[src/hw/sram_host_consts.svh]
// timing constants and pin widths for the async sram host controller
`ifndef SRAM_HOST_CONSTS_SVH
`define SRAM_HOST_CONSTS_SVH
`define CLK_PERIOD_NS       10
`define ADDR_W              19
`define DATA_W              16
`define READ_CYCLE_TIME_NS  45
`define ADDR_TO_DATA_NS     45
`define OUT_GATE_TO_DATA_NS 22
`define WRITE_DATA_SETUP_NS 25
`define WRITE_PULSE_NS      35
`define WRITE_CYCLE_TIME_NS 45
`define WRITE_TO_FLOAT_NS   18
`define DRIVE_RELEASE_NS    18
`define RETENTION_RECOVERY_NS 45
`define CEIL_CYC(ns)        (((ns) + `CLK_PERIOD_NS - 1) / `CLK_PERIOD_NS)
`endif

[src/hw/sram_host_pkg.sv]
// types for the async sram host controller
package sram_host_pkg;
  typedef enum logic [1:0] {OP_NONE, OP_READ, OP_WRITE} op_e;
  typedef logic [7:0] count_t;
endpackage

[src/hw/sram_host.sv]
// host controller driving a 512k x 16 asynchronous static memory
// Function
// RULE1 - write happens only with select, strobe, byte low
// RULE2 - first released enable ends the write
// RULE3 - data stable 25 ns before write end
// RULE4 - address stable from start, 35 ns before end
// RULE5 - strobe, select, bytes low 35 ns minimum
// RULE6 - read data valid 45 ns; cycles 45 ns apart
// RULE7 - old read data holds 10 ns after address
// RULE8 - data valid 22 ns after output gate
// RULE9 - data valid 45 ns after select falls
// RULE10 - data floats within 18 ns of release
// RULE11 - data drive starts 5 or 10 ns late
// RULE12 - turn-off always faster than turn-on
// RULE13 - host never drives while memory may drive
// RULE14 - select rising with strobe high keeps float
// RULE15 - strobe pulse covers setup plus float time
// RULE16 - deselected when select high or both bytes high
// RULE17 - standby after deselect, instant power up
// RULE18 - deselect before supply drop, 45 ns recovery
// RULE19 - strobe high throughout every read
// RULE20 - address valid before select falls on reads; here set on the same edge as select
// RULE21 - 19-bit word address, bytes gate halves
`include "sram_host_consts.svh"

// timing budget at a 10 ns clock, in cycles after the taking edge:
// read:  select, gate and bytes fall at 0; the word reaches the pins by 4.5
//        and clears the synchroniser by 6; sampled and released at 8
// write: select, strobe and bytes fall at 0; data driven from 3, after the
//        memory has had 18 ns to float; strobe rises at 8 and ends the write
// a read is back in idle at 11 and a write at 14, well past the cycle time
// every count is rounded up, so each phase is at least its nanosecond figure
module sram_host
  import sram_host_pkg::*;
#(
  parameter int ADDR_W = `ADDR_W,
  parameter int DATA_W = `DATA_W
) (
  input  wire logic              CLOCK,       // 100 mhz system clock
  input  wire logic              RSTN,        // synchronous reset, active low
  input  wire logic              REQ_VALID,   // request strobe from user
  input  wire logic              REQ_WRITE,   // 1 write, 0 read
  input  wire logic [ADDR_W-1:0] REQ_ADDR,    // word address
  input  wire logic [DATA_W-1:0] REQ_WDATA,   // write data
  input  wire logic [1:0]        REQ_BYTE_EN, // bit1 upper, bit0 lower, active high
  input  wire logic              RETAIN_REQ,  // ask for data-retention entry
  output logic                   REQ_READY,   // idle, request may be taken
  output logic                   RSP_VALID,   // one-cycle read data pulse
  output logic [DATA_W-1:0]      RSP_RDATA,   // captured read data
  output logic                   RETAIN_OK,   // memory deselected, supply may drop
  output logic [ADDR_W-1:0]      MEM_ADDR,    // address pins
  output logic                   MEM_SEL_N,   // chip enable, active low
  output logic                   MEM_WSTB_N,  // write strobe, active low
  output logic                   MEM_OGATE_N, // output enable, active low
  output logic                   UPPER_BYTE_SEL_N, // upper byte enable
  output logic                   LOWER_BYTE_SEL_N, // lower byte enable
  input  wire logic [DATA_W-1:0] MEM_DQ_I,    // data pins, input side
  output logic [DATA_W-1:0]      MEM_DQ_O,    // data pins, output side
  output logic                   MEM_DQ_OE    // high while host drives data
);
  import sram_host_pkg::*;

  // phase lengths in cycles, rounded up
  localparam count_t RD_CYC  = count_t'(`CEIL_CYC(`ADDR_TO_DATA_NS) + 2); // + sync delay
  localparam count_t FLT_CYC = count_t'(`CEIL_CYC(`WRITE_TO_FLOAT_NS));
  localparam count_t WP_CYC  = count_t'(`CEIL_CYC(`WRITE_PULSE_NS));
  localparam count_t WSU_CYC = count_t'(`CEIL_CYC(`WRITE_DATA_SETUP_NS));
  localparam count_t GAP_CYC = count_t'(`CEIL_CYC(`WRITE_CYCLE_TIME_NS));
  localparam count_t REC_CYC = count_t'(`CEIL_CYC(`RETENTION_RECOVERY_NS));

  // a phase ends on the edge at which its counter has run down to zero
  function automatic logic phase_done(input count_t left);
    return left == 8'h00;
  endfunction

  typedef enum logic [2:0] {S_IDLE, S_READ, S_WFLOAT, S_WPULSE, S_GAP, S_RETAIN, S_RECOVER}
    state_e;

  state_e state_reg;                   // controller phase
  count_t cnt_reg;                     // cycles left in phase
  logic [DATA_W-1:0] dq_meta_reg;      // first sync stage, read only by second
  logic [DATA_W-1:0] dq_sync_reg;      // synchronised data pins

  // two-flop synchroniser on the data pins
  always_ff @(posedge CLOCK) begin
    dq_meta_reg <= MEM_DQ_I;
    dq_sync_reg <= dq_meta_reg;
  end

  // main sequencer: strobes, address and counters
  always_ff @(posedge CLOCK) begin
    if (!RSTN) begin
      state_reg        <= S_IDLE;
      cnt_reg          <= 8'h00;
      MEM_ADDR         <= '0;
      MEM_SEL_N        <= 1'b1;           // deselected out of reset [RULE16]
      MEM_WSTB_N       <= 1'b1;
      MEM_OGATE_N      <= 1'b1;
      UPPER_BYTE_SEL_N <= 1'b1;
      LOWER_BYTE_SEL_N <= 1'b1;
      MEM_DQ_O         <= '0;
      MEM_DQ_OE        <= 1'b0;
      REQ_READY        <= 1'b0;
    end else begin
      if (cnt_reg != 8'h00) begin
        cnt_reg <= cnt_reg - 8'h01;
      end
      unique case (state_reg)
        S_IDLE: begin
          REQ_READY <= 1'b1;
          if (RETAIN_REQ) begin
            // chip already deselected here, so supply may drop at once [RULE18]
            REQ_READY <= 1'b0;
            state_reg <= S_RETAIN;          // grant raised by the retention process
          end else if (REQ_VALID && REQ_BYTE_EN != 2'b00) begin
            REQ_READY        <= 1'b0;
            // address set together with select, never after it [RULE4] [RULE20] [RULE21]
            MEM_ADDR         <= REQ_ADDR;
            MEM_SEL_N        <= 1'b0;
            UPPER_BYTE_SEL_N <= ~REQ_BYTE_EN[1]; // upper half gate [RULE21]
            LOWER_BYTE_SEL_N <= ~REQ_BYTE_EN[0]; // lower half gate [RULE21]
            MEM_DQ_O         <= REQ_WDATA;
            if (REQ_WRITE) begin
              // strobe low, output gate stays high; wait for float before driving [RULE13]
              MEM_WSTB_N <= 1'b0;
              cnt_reg    <= FLT_CYC;
              state_reg  <= S_WFLOAT;
            end else begin
              // strobe stays high for the whole read [RULE19]
              MEM_OGATE_N <= 1'b0;
              cnt_reg     <= RD_CYC;          // [RULE6] [RULE8] [RULE9]
              state_reg   <= S_READ;
            end
          end
        end
        S_READ: begin
          if (cnt_reg == 8'h00) begin
            // word captured by the response process on this same edge
            MEM_SEL_N        <= 1'b1;        // deselect to standby [RULE17]
            MEM_OGATE_N      <= 1'b1;
            UPPER_BYTE_SEL_N <= 1'b1;
            LOWER_BYTE_SEL_N <= 1'b1;
            cnt_reg          <= FLT_CYC;     // let memory release the bus [RULE10]
            state_reg        <= S_GAP;
          end
        end
        S_WFLOAT: begin
          if (cnt_reg == 8'h00) begin
            MEM_DQ_OE <= 1'b1;               // memory has floated, safe to drive [RULE13]
            // pulse kept long enough for setup and pulse width [RULE3] [RULE5] [RULE15]
            cnt_reg   <= (WP_CYC > WSU_CYC) ? WP_CYC : WSU_CYC;
            state_reg <= S_WPULSE;
          end
        end
        S_WPULSE: begin
          if (cnt_reg == 8'h00) begin
            // strobe rises first and ends the write; address, data held [RULE1] [RULE2]
            MEM_WSTB_N <= 1'b1;
            state_reg  <= S_GAP;
            cnt_reg    <= GAP_CYC;           // spacing between cycles [RULE6]
          end
        end
        S_GAP: begin
          // one cycle after write end: release select and data, zero hold met [RULE3]
          if (MEM_WSTB_N) begin
            MEM_SEL_N        <= 1'b1;        // strobe already high, stays float [RULE14]
            UPPER_BYTE_SEL_N <= 1'b1;
            LOWER_BYTE_SEL_N <= 1'b1;
            MEM_DQ_OE        <= 1'b0;
          end
          if (cnt_reg == 8'h00) begin
            state_reg <= S_IDLE;
          end
        end
        S_RETAIN: begin
          if (!RETAIN_REQ) begin
            // supply restored: wait before next access [RULE18]
            cnt_reg   <= REC_CYC;
            state_reg <= S_RECOVER;
          end
        end
        S_RECOVER: begin
          if (cnt_reg == 8'h00) begin
            state_reg <= S_IDLE;
          end
        end
        default: begin
          state_reg <= S_IDLE;
        end
      endcase
    end
  end

  // read response: one-cycle strobe with the word seen at the sample point;
  // the word then stands until the next read replaces it
  always_ff @(posedge CLOCK) begin
    if (!RSTN) begin
      RSP_VALID <= 1'b0;
      RSP_RDATA <= '0;
    end else begin
      RSP_VALID <= (state_reg == S_READ) && phase_done(cnt_reg);
      if ((state_reg == S_READ) && phase_done(cnt_reg)) begin
        // worst access time plus synchroniser lag has passed [RULE6]
        RSP_RDATA <= dq_sync_reg;
      end
    end
  end

  // retention grant: raised only from idle, where the chip is already
  // deselected, so the supply may drop at once; dropped when the request
  // falls, and the sequencer then counts out the recovery time
  always_ff @(posedge CLOCK) begin
    if (!RSTN) begin
      RETAIN_OK <= 1'b0;
    end else if ((state_reg == S_IDLE) && RETAIN_REQ) begin
      RETAIN_OK <= 1'b1;                 // [RULE18]
    end else if ((state_reg == S_RETAIN) && !RETAIN_REQ) begin
      RETAIN_OK <= 1'b0;                 // supply back, recovery starts
    end
  end
endmodule

[config.mk]
export PLATFORM = sky130hd
export DESIGN_NAME = sram_host
export DESIGN_NICKNAME = d
export VERILOG_FILES = /design/src/hw/sram_host_pkg.sv /design/src/hw/sram_host.sv
export VERILOG_INCLUDE_DIRS = /design/src /design/src/hw
export SDC_FILE = /design/constraint.sdc
export NUM_CORES = 1
export LEC_CHECK = 0
export BUFFER_PORTS_ARGS = -buffer_cell sky130_fd_sc_hd__buf_2
export CAP_MARGIN = 20
export CORE_MARGIN = 5
export CORE_UTILIZATION = 45
export DETAILED_ROUTE_END_ITERATION = 6
export PLACE_DENSITY = 0.87
export SLEW_MARGIN = 20
export SYNTH_ARGS = -nofsm -noshare
export SYNTH_HDL_FRONTEND = slang
export SYNTH_SLANG_ARGS = --single-unit
export TNS_END_PERCENT = 30
[constraint.sdc]
create_clock -name CLOCK -period 2.09 [get_ports CLOCK]
set_input_delay 0.418 -clock CLOCK [delete_from_list [all_inputs] [get_ports CLOCK]]
set_output_delay 0.418 -clock CLOCK [all_outputs]
set_load 0.02 [all_outputs]
==> run_results.csv <==
group,metric,value,unit
final_layout,syn2layout_area_growth,24.9,%
final_layout,largest-register,"MEM_ADDR",
final_layout,layout-drive-gt1-share,29.7,%
route,drtPass1Iterations,4,
sta,postLayoutSetupSlackWorst,70.9,ps
clock_tree,clockBufferDepth,2,
final_layout,largest_reg_flops,19,
sta,drv_slew,0,
status,status,"complete, no violations",
route,dr.first_iter.drc_count,208,
placement,dp_slack,12.4,ps
final_layout,antenna_cells,0,
critical_path,critical_path_required,2330,ps
placement,io_buffers,117,
placement,gp_congestion,0.907,
global_route,antenna_found_initial,0,
critical_path,arrival,2260,ps
sta,worst_pin_slew,436,ps
floorplan,die_area,10200,µm²
global_route,grt_max_degree,36,
floorplan,die_x,101,µm
logic_synthesis,synth_top_area_share,55.5,%
critical_path,r2r-end,"cnt_reg[0]",
route,drc_errors,0,
sta,tns,0,ps
final_layout,fin_nets,586,
logic_synthesis,ys_seq_area_share,55.5,%
final_layout,stdcell_count,634,
sta,setup_viol,0,
route,wl_per_cell,13.3,µm
clock_tree,cts-root-buf,"clkbuf_8",
route,ant_nets,0,
clock_tree,cts_sinks,103,
job,cap_violations,0,
critical_path,crit_path_end_kind,"register",
global_route,track_usage,16.2,%
logic_synthesis,ys_top_cells_by_area,"dfxtp_1 (55%), nand2_1 (12%), a21boi_0 (8.9%)",
floorplan,die_h,101,µm
floorplan,top_level_ports,118,
sta,timing_hold_violations_final,0,
logic_synthesis,syn_inst,403,
floorplan,start_util,45.7,%
global_route,grt_pass1_wl,13600,µm
logic_synthesis,synth-seq-cells,103,
logic_synthesis,ys_warn_count,0,
floorplan,rows,33,
pwr,powerDensity,1160,nW/µm²
pwr,static-leakage-power,2.04,nW
critical_path,worst-path-max-fanout,3,
clock_tree,htreeDepth,3,
clock_tree,cts_tree,"yes",
sta,max_freq,495,MHz
logic_synthesis,syn_area,3720,µm²
critical_path,r2r_cells,9,
sta,timing.hold.ws,154,ps
min_path,hp-class,"input pin to register",
logic_synthesis,synth_cell_types,44,
route,wirelength,8410,µm
route,dr_wl_met3,719,µm
global_route,grt_pass1_vias,3104,
critical_path,startpoint,"cnt_reg[3]",
critical_path,r2r_slack,70,ps
sta,max_slew_margin,70.9,%
critical_path,worstSetupPathType,"register to register",
route,num_vias,3128,
route,routed_via_density,4.93,
logic_synthesis,synth_top_cell_by_area,"dfxtp_1",
sta,finalCritPeriodShare,96.6,%
placement,place.detailed.hpwl,6340,µm
critical_path,timing.critical_path.to,"cnt_reg[0]",
route,top_layer_used,"met4",
clock_tree,clk_latency,350,ps
placement,dp_cells,617,
critical_path,start_kind,"register",
pwr,max-vdd-ir-drop,576,µV
route,met1_length,3450,µm
clock_tree,cts_buffers,9,
logic_synthesis,avgSynthCellArea,9.22,µm²
floorplan,core_area,8130,µm²
logic_synthesis,syn_nets,465,
clock_tree,path_clk_slew,100,ps
clock_tree,hold_buffers,0,
sta,post-route-min-period,2020,ps
critical_path,r2r_start,"cnt_reg[3]",
sta,fin_skew,13.2,ps
route,dr_wl_met2,4070,µm
global_route,overflow,0,
-- layer usage --
metal,vias to the layer above,global-route usage (%)
met5,-,0
met2,130,28.1
met1,1395,19.1
li1,1586,-
met4,0,6.01
met3,17,4.50
-- cell type report --
| class | instances | area (µm²) |
|---|---|---|
| inverter | 5 | 23.8 |
| multi-input combinational | 272 | 1530 |
| fill | 735 | 3490 |
| timing repair buffer | 133 | 718 |
| sequential | 103 | 2060 |
| clock buffer | 10 | 128 |
| tap | 105 | 131 |
| clock inverter | 6 | 51.3 |
-- kinds of logic after synthesis --
| kind of cell | count (synthesis) | synth area share (%) |
|---|---|---|
| buf+inv | 28 | 3.77 |
| flops | 103 | 55.5 |
| compound gates | 94 | 18.2 |
| xor+xnor | 6 | 1.41 |
| mux | 2 | 0.539 |
| fa+ha+maj | 4 | 1.35 |
| simple gates | 166 | 19.2 |
-- critical path, stage by stage (launching register included) --
cell and delay [ps]:
dfxtp_2 350, nor4_4 310, and3_4 260, inv_6 30, ha_1 190, nor2_1 110
a211oi_1 70, a311oi_1 250, o22ai_1 100, a31o_2 250
-- how the worst min path moves through the flow --
stage,startpoint,end,cells past startpoint
after global routing,MEM_DQ_I[3],dq_meta_reg[3],1
after floorplan,dq_meta_reg[0],dq_sync_reg[0],0
after CTS,MEM_DQ_I[7],dq_meta_reg[7],1
after detailed placement,dq_meta_reg[14],dq_sync_reg[14],0
after global placement,dq_meta_reg[11],dq_sync_reg[11],0
final,MEM_DQ_I[7],dq_meta_reg[7],1
-- report_power, final --
part           switching, mW  total [mW]  internal, mW
sequential             0.180        2.39          2.21
clock                  0.665        1.12         0.453
combinational           1.09        1.88         0.785
-- through the flow --
stage	area [µm²]	total power, mW	util (%)
3_5_place_dp	4440	4.25	54.6
4_1_cts	4630	5.39	56.9
3_3_place_gp	4440	4.17	54.6
5_1_grt	4640	5.72	57.1
2_1_floorplan	3720	3.68	-
6_report	4640	5.39	57.1
-- repair_timing --
action,CTS,global route
setup endpoints to repair,1,1
hold endpoints to repair,0,0
pin swaps,0,4
setup buffers,0,1
resized for setup,2,2
gates cloned,0,0
-- Yosys cell counts (all sizes together) --
library cell and instances:
a211oi 2, a21boi 53, a21o 2, a21oi 12, a311o 1, a311oi 2
a31o 1, a31oi 2, a41oi 2, and2 2, and3 3, buf 9
clkbuf 14, dfxtp 103, ha 4, inv 5, mux2i 2, nand2 116
nand2b 5, nand3 6, nand3b 1, nor2 19, nor2b 3, nor3 2
nor3b 1, nor4 2, o211a 1, o211ai 2, o21a 2, o21ai 5
o22ai 3, o311a 2, o31ai 2, or2 1, or3 5, xnor2 3
xor2 3
-- placed cells by master, fill, tap and decap left out, types with 4 or more instances in the layout --
cell,synthesis,routed
a21oi_1,12,12
buf_4,0,15
or3_1,5,5
a21boi_0,44,44
a21boi_1,9,9
nor2_1,19,19
dfxtp_1,103,102
nand3_1,6,6
o21ai_0,5,5
buf_2,6,117
clkbuf_8,0,9
inv_1,4,4
ha_1,4,4
nand2_1,115,115
nand2b_1,5,5
(Power assumes the default switching activity.)
